File: config.mk
export PLATFORM = sky130hd
export DESIGN_NAME = scpb_register_bank
export DESIGN_NICKNAME = d
export VERILOG_FILES = /design/src/shared/scpb_pkg.sv /design/src/hdl/scpb_register_bank.sv
export SDC_FILE = /design/constraint.sdc
export NUM_CORES = 1
export LEC_CHECK = 0
export BUFFER_PORTS_ARGS = -buffer_cell sky130_fd_sc_hd__buf_2
export CAP_MARGIN = 25
export CORE_UTILIZATION = 42
export CTS_CLUSTER_DIAMETER = 150
export DETAILED_ROUTE_END_ITERATION = 7
export SYNTH_ARGS = -nofsm -noshare
export SYNTH_HDL_FRONTEND = slang
export SYNTH_SLANG_ARGS = --single-unit
File: constraint.sdc
create_clock -name core_clk -period 4.15 [get_ports core_clk]
set_input_delay 1.245 -clock core_clk [delete_from_list [all_inputs] [get_ports core_clk]]
set_output_delay 1.245 -clock core_clk [all_outputs]
set_load 0.01 [all_outputs]
File: src/shared/scpb_pkg.sv
// Constants and types for the checker, clock-multiplier and power-down bank
package scpb_pkg;

	// ****************************************************************
	// Serial port framing
	// ****************************************************************
	localparam int unsigned ADDR_W   = 15;
	localparam int unsigned INSTR_W  = 16;
	localparam int unsigned DATA_W   = 8;
	localparam int unsigned RD_BIT   = 15;
	localparam logic [4:0]  INSTR_LAST = 5'hF;
	localparam logic [2:0]  BYTE_LAST  = 3'h7;

	// ****************************************************************
	// Register offsets
	// ****************************************************************
	localparam logic [ADDR_W-1:0] OFS_SEQ_CTRL   = 15'h014B;
	localparam logic [ADDR_W-1:0] OFS_SEQ_ERR    = 15'h014C;
	localparam logic [ADDR_W-1:0] OFS_CM_PWR     = 15'h01B0;
	localparam logic [ADDR_W-1:0] OFS_CM_VTUNE   = 15'h01B5;
	localparam logic [ADDR_W-1:0] OFS_CM_CP_A    = 15'h01B9;
	localparam logic [ADDR_W-1:0] OFS_CM_OBIAS   = 15'h01BB;
	localparam logic [ADDR_W-1:0] OFS_CM_OCTRL   = 15'h01BC;
	localparam logic [ADDR_W-1:0] OFS_CM_OPWR    = 15'h01BE;
	localparam logic [ADDR_W-1:0] OFS_CM_OCAL    = 15'h01BF;
	localparam logic [ADDR_W-1:0] OFS_CM_LOCK    = 15'h01C0;
	localparam logic [ADDR_W-1:0] OFS_CM_CP_B    = 15'h01C1;
	localparam logic [ADDR_W-1:0] OFS_CM_VAR_A   = 15'h01C4;
	localparam logic [ADDR_W-1:0] OFS_CM_VAR_B   = 15'h01C5;
	localparam logic [ADDR_W-1:0] OFS_RX_MASTER  = 15'h0200;
	localparam logic [ADDR_W-1:0] OFS_LANE_PD    = 15'h0201;

	// ****************************************************************
	// Field positions and write masks
	// ****************************************************************
	localparam int unsigned BIT_CHECKER_ENABLE   = 0;
	localparam int unsigned BIT_ERR_COUNTER_CLR  = 1;
	localparam int unsigned BIT_POLY_SELECT      = 2;
	localparam int unsigned BIT_SEQ_MATCH_FLAG   = 6;
	localparam int unsigned BIT_RECEIVER_OFF     = 0;
	localparam logic [7:0]  MASK_SEQ_CTRL        = 8'h07;
	localparam logic [7:0]  MASK_OBIAS           = 8'h1F;

	// ****************************************************************
	// Reset values
	// ****************************************************************
	localparam logic [7:0] RST_SEQ_CTRL = 8'h00;
	localparam logic [7:0] RST_CM_PWR   = 8'hFA;
	localparam logic [7:0] RST_CM_VTUNE = 8'h83;
	localparam logic [7:0] RST_CM_CP_A  = 8'h34;
	localparam logic [7:0] RST_CM_OBIAS = 8'h0C;
	localparam logic [7:0] RST_CM_OCTRL = 8'h00;
	localparam logic [7:0] RST_CM_OPWR  = 8'h00;
	localparam logic [7:0] RST_CM_OCAL  = 8'h8D;
	localparam logic [7:0] RST_CM_LOCK  = 8'h2E;
	localparam logic [7:0] RST_CM_CP_B  = 8'h24;
	localparam logic [7:0] RST_CM_VAR_A = 8'h33;
	localparam logic [7:0] RST_CM_VAR_B = 8'h08;
	localparam logic [7:0] RST_RX_PD    = 8'h00;
	localparam logic [7:0] RST_ERR_CNT  = 8'h00;
	localparam logic [7:0] ERR_CNT_MAX  = 8'hFF;

	// ****************************************************************
	// Sequence checker
	// ****************************************************************
	localparam int unsigned HIST_W      = 15;
	localparam int unsigned P7_TAP_HI   = 6;
	localparam int unsigned P7_TAP_LO   = 5;
	localparam int unsigned P15_TAP_HI  = 14;
	localparam int unsigned P15_TAP_LO  = 13;
	localparam logic [3:0]  WARM_P7     = 4'h7;
	localparam logic [3:0]  WARM_P15    = 4'hF;

	typedef enum logic [1:0] {
		SCPB_ST_IDLE,
		SCPB_ST_INSTR,
		SCPB_ST_DATA
	} scpb_spi_state_t;

	typedef struct packed {
		logic [7:0] power_setting;
		logic [7:0] varactor_tune;
		logic [7:0] charge_pump_a;
		logic [7:0] osc_bias;
		logic [7:0] osc_control;
		logic [7:0] osc_power;
		logic [7:0] osc_calibration;
		logic [7:0] lock_counter;
		logic [7:0] charge_pump_b;
		logic [7:0] varactor_a;
		logic [7:0] varactor_b;
	} scpb_clkmult_cfg_t;

	typedef struct packed {
		logic       checker_enable;
		logic       err_counter_clear;
		logic       poly_select;
		logic       seq_match_flag;
		logic [7:0] mismatch_count;
	} scpb_checker_t;

endpackage
File: src/hdl/scpb_register_bank.sv
// Serial-port register bank: sequence checker, clock multiplier, power-down
`timescale 1ns/100ps

module scpb_register_bank
	import scpb_pkg::*;
(
	input  wire logic              core_clk,
	input  wire logic              rst_n,
	input  wire logic              spi_sclk,
	input  wire logic              spi_csb_n,
	input  wire logic              spi_sdi,
	output logic                   spi_sdo,
	output logic                   spi_sdo_oe,
	input  wire logic              rx_bit,
	input  wire logic              rx_bit_valid,
	output scpb_clkmult_cfg_t      clkmult_cfg,
	output logic                   receiver_global_off,
	output logic [7:0]             lane_off_mask,
	output scpb_checker_t          checker_status
);

	// ****************************************************************
	// Pin synchronisers
	// ****************************************************************
	logic [2:0] sclk_sync_r;
	logic [1:0] csb_sync_r;
	logic [1:0] sdi_sync_r;

	always_ff @(posedge core_clk) begin
		if (!rst_n) begin
			sclk_sync_r <= 3'h0;
			csb_sync_r  <= 2'h3;
			sdi_sync_r  <= 2'h0;
		end else begin
			sclk_sync_r <= {sclk_sync_r[1:0], spi_sclk};
			csb_sync_r  <= {csb_sync_r[0], spi_csb_n};
			sdi_sync_r  <= {sdi_sync_r[0], spi_sdi};
		end
	end

	logic sclk_rise;
	logic sclk_fall;
	logic csb_high;
	logic sdi_s;

	assign sclk_rise = sclk_sync_r[1] & ~sclk_sync_r[2];
	assign sclk_fall = ~sclk_sync_r[1] & sclk_sync_r[2];
	assign csb_high  = csb_sync_r[1];
	assign sdi_s     = sdi_sync_r[1];

	// ****************************************************************
	// Serial port state
	// ****************************************************************
	scpb_spi_state_t    st_r, st_nxt;
	logic [4:0]         bitcnt_r, bitcnt_nxt;
	logic [INSTR_W-1:0] sh_in_r, sh_in_nxt;
	logic [DATA_W-1:0]  sh_out_r, sh_out_nxt;
	logic [ADDR_W-1:0]  addr_r, addr_nxt;
	logic               rd_r, rd_nxt;
	logic               sdo_r, sdo_nxt;
	logic               wr_stb;
	logic [ADDR_W-1:0]  wr_addr;
	logic [7:0]         wr_data;
	logic [7:0]         rd_data;
	logic [ADDR_W-1:0]  rd_addr;

	always_comb begin
		st_nxt     = st_r;
		bitcnt_nxt = bitcnt_r;
		sh_in_nxt  = sh_in_r;
		sh_out_nxt = sh_out_r;
		addr_nxt   = addr_r;
		rd_nxt     = rd_r;
		sdo_nxt    = sdo_r;
		wr_stb     = 1'b0;
		wr_addr    = addr_r;
		wr_data    = {sh_in_r[DATA_W-2:0], sdi_s};
		rd_addr    = addr_r;
		if (csb_high) begin
			st_nxt     = SCPB_ST_IDLE;
			bitcnt_nxt = 5'h0;
			sdo_nxt    = 1'b0;
		end else begin
			unique case (st_r)
				SCPB_ST_IDLE: begin
					st_nxt = SCPB_ST_INSTR;
				end
				SCPB_ST_INSTR: begin
					if (sclk_rise) begin
						sh_in_nxt  = {sh_in_r[INSTR_W-2:0], sdi_s};
						bitcnt_nxt = bitcnt_r + 5'h1;
						if (bitcnt_r == INSTR_LAST) begin
							// Address arrives whole with this bit
							rd_addr    = sh_in_nxt[ADDR_W-1:0];
							addr_nxt   = sh_in_nxt[ADDR_W-1:0];
							rd_nxt     = sh_in_nxt[RD_BIT];
							sh_out_nxt = rd_data;
							bitcnt_nxt = 5'h0;
							st_nxt     = SCPB_ST_DATA;
						end
					end
				end
				SCPB_ST_DATA: begin
					if (sclk_rise) begin
						sh_in_nxt  = {sh_in_r[INSTR_W-2:0], sdi_s};
						bitcnt_nxt = bitcnt_r + 5'h1;
						if (bitcnt_r[2:0] == BYTE_LAST) begin
							// Streaming: next byte at the next address
							wr_stb     = ~rd_r;
							addr_nxt   = addr_r + 15'h1;
							rd_addr    = addr_nxt;
							sh_out_nxt = rd_data;
							bitcnt_nxt = 5'h0;
						end
					end else if (sclk_fall && rd_r) begin
						sdo_nxt    = sh_out_r[DATA_W-1];
						sh_out_nxt = {sh_out_r[DATA_W-2:0], 1'b0};
					end
				end
			endcase
		end
	end

	always_ff @(posedge core_clk) begin
		if (!rst_n) begin
			st_r     <= SCPB_ST_IDLE;
			bitcnt_r <= 5'h0;
			sh_in_r  <= 16'h0000;
			sh_out_r <= 8'h00;
			addr_r   <= 15'h0000;
			rd_r     <= 1'b0;
			sdo_r    <= 1'b0;
		end else begin
			st_r     <= st_nxt;
			bitcnt_r <= bitcnt_nxt;
			sh_in_r  <= sh_in_nxt;
			sh_out_r <= sh_out_nxt;
			addr_r   <= addr_nxt;
			rd_r     <= rd_nxt;
			sdo_r    <= sdo_nxt;
		end
	end

	assign spi_sdo    = sdo_r;
	assign spi_sdo_oe = rd_r & (st_r == SCPB_ST_DATA) & ~csb_high;

	// ****************************************************************
	// Register file and sequence checker
	// ****************************************************************
	logic [7:0]        ctrl_r, ctrl_nxt;
	logic              flag_r, flag_nxt;
	logic [7:0]        errcnt_r, errcnt_nxt;
	logic [HIST_W-1:0] hist_r, hist_nxt;
	logic [3:0]        warm_r, warm_nxt;
	scpb_clkmult_cfg_t cm_r, cm_nxt;
	logic              mpd_r, mpd_nxt;
	logic [7:0]        lpd_r, lpd_nxt;
	logic              chk_en;
	logic              predict;
	logic [3:0]        warm_need;

	assign chk_en = ctrl_r[BIT_CHECKER_ENABLE];

	always_comb begin
		if (ctrl_r[BIT_POLY_SELECT]) begin
			predict   = hist_r[P15_TAP_HI] ^ hist_r[P15_TAP_LO];
			warm_need = WARM_P15;
		end else begin
			predict   = hist_r[P7_TAP_HI] ^ hist_r[P7_TAP_LO];
			warm_need = WARM_P7;
		end
	end

	always_comb begin
		ctrl_nxt   = ctrl_r;
		flag_nxt   = flag_r;
		errcnt_nxt = errcnt_r;
		hist_nxt   = hist_r;
		warm_nxt   = warm_r;
		cm_nxt     = cm_r;
		mpd_nxt    = mpd_r;
		lpd_nxt    = lpd_r;
		if (!chk_en) begin
			warm_nxt = 4'h0;
		end else if (rx_bit_valid) begin
			// Self-synchronising: history is the received stream
			hist_nxt = {hist_r[HIST_W-2:0], rx_bit};
			if (warm_r != warm_need) begin
				warm_nxt = warm_r + 4'h1;
			end else begin
				flag_nxt = (predict == rx_bit);
				if (predict != rx_bit && errcnt_r != ERR_CNT_MAX) begin
					errcnt_nxt = errcnt_r + 8'h01;
				end
			end
		end
		if (wr_stb) begin
			unique case (wr_addr)
				OFS_SEQ_CTRL:  ctrl_nxt = wr_data & MASK_SEQ_CTRL;
				OFS_CM_PWR:    cm_nxt.power_setting   = wr_data;
				OFS_CM_VTUNE:  cm_nxt.varactor_tune   = wr_data;
				OFS_CM_CP_A:   cm_nxt.charge_pump_a   = wr_data;
				OFS_CM_OBIAS:  cm_nxt.osc_bias = wr_data & MASK_OBIAS;
				OFS_CM_OCTRL:  cm_nxt.osc_control     = wr_data;
				OFS_CM_OPWR:   cm_nxt.osc_power       = wr_data;
				OFS_CM_OCAL:   cm_nxt.osc_calibration = wr_data;
				OFS_CM_LOCK:   cm_nxt.lock_counter    = wr_data;
				OFS_CM_CP_B:   cm_nxt.charge_pump_b   = wr_data;
				OFS_CM_VAR_A:  cm_nxt.varactor_a      = wr_data;
				OFS_CM_VAR_B:  cm_nxt.varactor_b      = wr_data;
				OFS_RX_MASTER: mpd_nxt = wr_data[BIT_RECEIVER_OFF];
				OFS_LANE_PD:   lpd_nxt = wr_data;
				default:       ;
			endcase
		end
		if (ctrl_r[BIT_ERR_COUNTER_CLR]) begin
			errcnt_nxt = RST_ERR_CNT;
		end
	end

	always_ff @(posedge core_clk) begin
		if (!rst_n) begin
			ctrl_r   <= RST_SEQ_CTRL;
			flag_r   <= 1'b0;
			errcnt_r <= RST_ERR_CNT;
			hist_r   <= 15'h0000;
			warm_r   <= 4'h0;
			cm_r     <= '{power_setting:   RST_CM_PWR,
			              varactor_tune:   RST_CM_VTUNE,
			              charge_pump_a:   RST_CM_CP_A,
			              osc_bias:        RST_CM_OBIAS,
			              osc_control:     RST_CM_OCTRL,
			              osc_power:       RST_CM_OPWR,
			              osc_calibration: RST_CM_OCAL,
			              lock_counter:    RST_CM_LOCK,
			              charge_pump_b:   RST_CM_CP_B,
			              varactor_a:      RST_CM_VAR_A,
			              varactor_b:      RST_CM_VAR_B};
			mpd_r    <= RST_RX_PD[BIT_RECEIVER_OFF];
			lpd_r    <= RST_RX_PD;
		end else begin
			ctrl_r   <= ctrl_nxt;
			flag_r   <= flag_nxt;
			errcnt_r <= errcnt_nxt;
			hist_r   <= hist_nxt;
			warm_r   <= warm_nxt;
			cm_r     <= cm_nxt;
			mpd_r    <= mpd_nxt;
			lpd_r    <= lpd_nxt;
		end
	end

	// ****************************************************************
	// Read-back
	// ****************************************************************
	always_comb begin
		rd_data = 8'h00;
		unique case (rd_addr)
			OFS_SEQ_CTRL: begin
				rd_data = ctrl_r;
				rd_data[BIT_SEQ_MATCH_FLAG] = flag_r;
			end
			OFS_SEQ_ERR:   rd_data = errcnt_r;
			OFS_CM_PWR:    rd_data = cm_r.power_setting;
			OFS_CM_VTUNE:  rd_data = cm_r.varactor_tune;
			OFS_CM_CP_A:   rd_data = cm_r.charge_pump_a;
			OFS_CM_OBIAS:  rd_data = cm_r.osc_bias;
			OFS_CM_OCTRL:  rd_data = cm_r.osc_control;
			OFS_CM_OPWR:   rd_data = cm_r.osc_power;
			OFS_CM_OCAL:   rd_data = cm_r.osc_calibration;
			OFS_CM_LOCK:   rd_data = cm_r.lock_counter;
			OFS_CM_CP_B:   rd_data = cm_r.charge_pump_b;
			OFS_CM_VAR_A:  rd_data = cm_r.varactor_a;
			OFS_CM_VAR_B:  rd_data = cm_r.varactor_b;
			OFS_RX_MASTER: rd_data[BIT_RECEIVER_OFF] = mpd_r;
			OFS_LANE_PD:   rd_data = lpd_r;
			default:       rd_data = 8'h00;
		endcase
	end

	// ****************************************************************
	// Outputs
	// ****************************************************************
	assign clkmult_cfg = cm_r;
	assign receiver_global_off = mpd_r;
	assign lane_off_mask = lpd_r | {8{mpd_r}};
	assign checker_status = '{checker_enable:    ctrl_r[BIT_CHECKER_ENABLE],
	                          err_counter_clear: ctrl_r[BIT_ERR_COUNTER_CLR],
	                          poly_select:       ctrl_r[BIT_POLY_SELECT],
	                          seq_match_flag:    flag_r,
	                          mismatch_count:    errcnt_r};

endmodule

==> impl_results.md <==
- Initial antenna violation count: 1
- Full die area: 22300 um^2
- Vert. Die Dim: 149 um
- Clock tree sinks: 179
- Post-Synthesis Mean Instance Area: 8.49 um^2
- Final count of pins violating max slew: 0
- Top cell type by total area after synthesis: dfxtp_1
- Achievable Freq: 0.259 GHz
- Last element of the critical path: sh_out_r[4]
- Vias per cell: 5.70
- Count of nets left with antenna violations after detail routing: 0
- FP Rows: 53
- Max-capacitance violation count: 0
- Number of nets at the end of the flow: 1190
- Ant diodes: 0
- H-tree levels: 4
- Fraction of layout instances using a drive strength above 1: 0.183
- Worst clock skew: 0.0140 ns
- Worst setup slack for register-to-register paths: 0.28 ns
- Initial standard-cell utilization of the core: 0.432
- Post-synthesis cell count: 1075
- Floorplan Core Area: 21200 um^2
- Critical path start-end classification: reg -> reg
- Tcrit/Tclk final: 0.932
- Share of the synthesized area in the top cell type: 0.393
- Area of combinational cells with multiple inputs: 5190 um^2
- Total global routing overflow: 0
- Wire length of the first global-routing pass: 44.9 mm
- Worst hold-check slack: 0.423 ns
- Leakage power total: 4.49 nW
- Type of origin of the critical path: flip-flop
- Critical-path top delay cell: nor4b_2
- Hold-critical path depth: 1
- Post-synth top cells: nand2_1, dfxtp_1, mux2i_1
- Most area-consuming cells after synthesis: dfxtp_1, mux2i_1, nand2_1, nor2b_1, a21boi_0
- Power density cells: 331 nW/um^2
- Outcome: completed
- CTS tree: built
- Fin. Hold Viols: 0
- Worst-Skew Late Latency: 0.44 ns
- Sum of negative setup slack: 0 ns
- CP Max Fanout: 7
- Max-slew headroom at the worst pin: 0.355
- Unrepaired setup endpoints after global routing: false
- Distinct cell type count after synthesis: 80
- Detailed Route Iter0 Violations: 688
- Kind of capture point of the worst setup path: flip-flop
- Total of endpoints with negative setup slack in the final report: 0
- Number of warnings printed during yosys synthesis: 0
- Max Buffers Root-to-Sink: 2
- Clock edge transition at the registers on the reported setup and hold paths: 0.07 ns
- Worst R2R Start: bitcnt_r[0]
- Area grow syn2layout: 17.0%
- Arrival time worst endpoint: 4.22 ns
- Total CTS buffers: 17
- DRC violation count after routing: 0
- Path class of the lowest-slack min-delay path: reg -> reg
- Number of flip-flops and latches in the synthesized netlist: 179
- First-pass detailed-route iteration total: 5
- Number of global-route vias before repair: 7686
- Number of hold buffers added after CTS: 0
- Routed wire length per instance: 20.0 um
- All-Layer GR Usage: 0.266
- Dpl hpwl: 20.7 mm
- Critical Path Max Stage Delay: 0.59 ns
- Root Driver: clkbuf_16
- Worst r2r path cells: 13
- Worst slack after detailed placement: 0.378 ns
- Horizontal die dimension: 149 um
- Total area of sequential cells: 3580 um^2
- Async set-reset flop share out of synthesis: 0
- Number of enable flip-flop cells after synthesis: 0
- Fill cell instance count of the final layout: 2032
- Leading register cell type out of synthesis: dfxtp_1
- Highest ir drop seen on vdd: 0.189 mV
- Smallest setup slack after layout: 0.282 ns
- Start point of the critical path: bitcnt_r[0]
- Total number of vias: 8305
- Cell area after synthesis: 9130 um^2
- Dominant cell by count in the synthesized netlist: nand2_1
- Critical path required time: 4.50 ns
- Count of buffers inserted at the top-level ports: 114
- Total detailed-routing wirelength: 29.2 mm
- Sequence of cells on the critical path: ha_1 > and3_1 > ha_1 > nand3b_1 > and2_1 > o21a_1 > a221oi_1 > or3b_2 > nor4b_2 > a31oi_1 > o21ai_1 > a221oi_1 > o31ai_1
- Reg2reg end: sh_out_r[4]
- Sum of internal, switching and leakage power: 3.53 mW
- Worst slew pin tran: 0.966 ns
- IO Count: 118
- Min Clock Period, post-route: 3.87 ns
- Weighted congestion at the end of routability-driven global placement: 0.922
- Pin count of the biggest net entering global routing: 62
- Proportion of synthesized chip area in sequential cells: 0.393
## worst min-delay path by stage
stage	from	end	slack, ns
after floorplan	csb_sync_r[0]	csb_sync_r[1]	0.39
after global placement	csb_sync_r[0]	csb_sync_r[1]	0.41
after CTS	csb_sync_r[0]	csb_sync_r[1]	0.44
after detailed placement	csb_sync_r[0]	csb_sync_r[1]	0.41
after global routing	csb_sync_r[0]	csb_sync_r[1]	0.44
final	csb_sync_r[0]	csb_sync_r[1]	0.42
## registers in the layout, indices dropped and copies added, names as in the netlist
signal               flops
lpd_r                    8
bitcnt_r                 5
flag_r                   1
sclk_sync_r              3
sh_out_r                 8
spi_sdo                  1
st_r                     2
warm_r                   4
sh_in_r                 15
receiver_global_off      1
sdi_sync_r               2
errcnt_r                 8
addr_r                  15
hist_r                  15
clkmult_cfg             85
rd_r                     1
ctrl_r                   3
csb_sync_r               2
## cell usage in the layout (no fill, tap or decap), drive strengths merged, types with 18 or more instances in the layout
master / n
a21boi: 49
nand3: 55
and2: 19
mux2i: 96
nor2: 53
nor2b: 60
nand2: 191
dfxtp: 179
nor3: 18
inv: 22
buf: 151
o21ai: 18
a21oi: 36
## routing by layer
metal / vias to the layer above / GRT usage / share of wire
li1: 3977 / - / -
met1: 3906 / 0.368 / 0.46
met2: 361 / 0.405 / 0.44
met3: 59 / 0.0500 / 0.071
met4: 2 / 0.107 / 0.033
met5: - / 0 / 0.00038
## cells by family (layout without fill, tap and decap cells)
logic type | count (synthesis) | count (layout) | share of synthesized area
compound gates | 189 | 189 | 0.149
buf+inv | 93 | 199 | 0.0421
fa+ha+maj | 13 | 13 | 0.0178
other cells | 1 | 3 | 0.000411
flops | 179 | 179 | 0.393
mux | 99 | 99 | 0.109
xor+xnor | 12 | 12 | 0.0115
simple gates | 489 | 489 | 0.278
## area by class of cell
| cell class | count | area share |
|---|---|---|
| Multi-Input combinational cell | 805 | 0.486 |
| Sequential cell | 179 | 0.336 |
| Timing Repair Buffer | 151 | 0.0809 |
| Clock buffer | 17 | 0.0398 |
| Tap cell | 275 | 0.0322 |
| Clock inverter | 15 | 0.0199 |
| Inverter | 16 | 0.00563 |
## repair_timing
| action | in CTS | in global routing |
|---|---|---|
| setup endpoints to repair | 0 | 2 |
| buffers inserted | 0 | 0 |
| gates resized for setup | 0 | 1 |
## critical path, delay by kind of cell, from the launching register on
| kind | cells | cell delay [ns] |
|---|---|---|
| compound gates | 6 | 1.13 |
| fa+ha+maj | 2 | 0.39 |
| flops | 1 | 0.38 |
| simple gates | 5 | 1.88 |
## where the power goes
group	total (mW)	switching (mW)	leakage [nW]	internal [mW]
Clock	1.74	0.811	0.313	0.934
Sequential	1.73	0.00621	1.44	1.72
Combinational	0.0591	0.0352	2.73	0.0239
## through the flow
step	instance area [um^2]	utilization	cells
CTS	10700	0.504	1457
global placement	10000	0.474	1425
global route	10700	0.505	1458
detailed placement	10000	0.474	1425
floorplan	9140	-	1077
finish	10700	0.505	1458
Power figures use the tool's default switching activity.
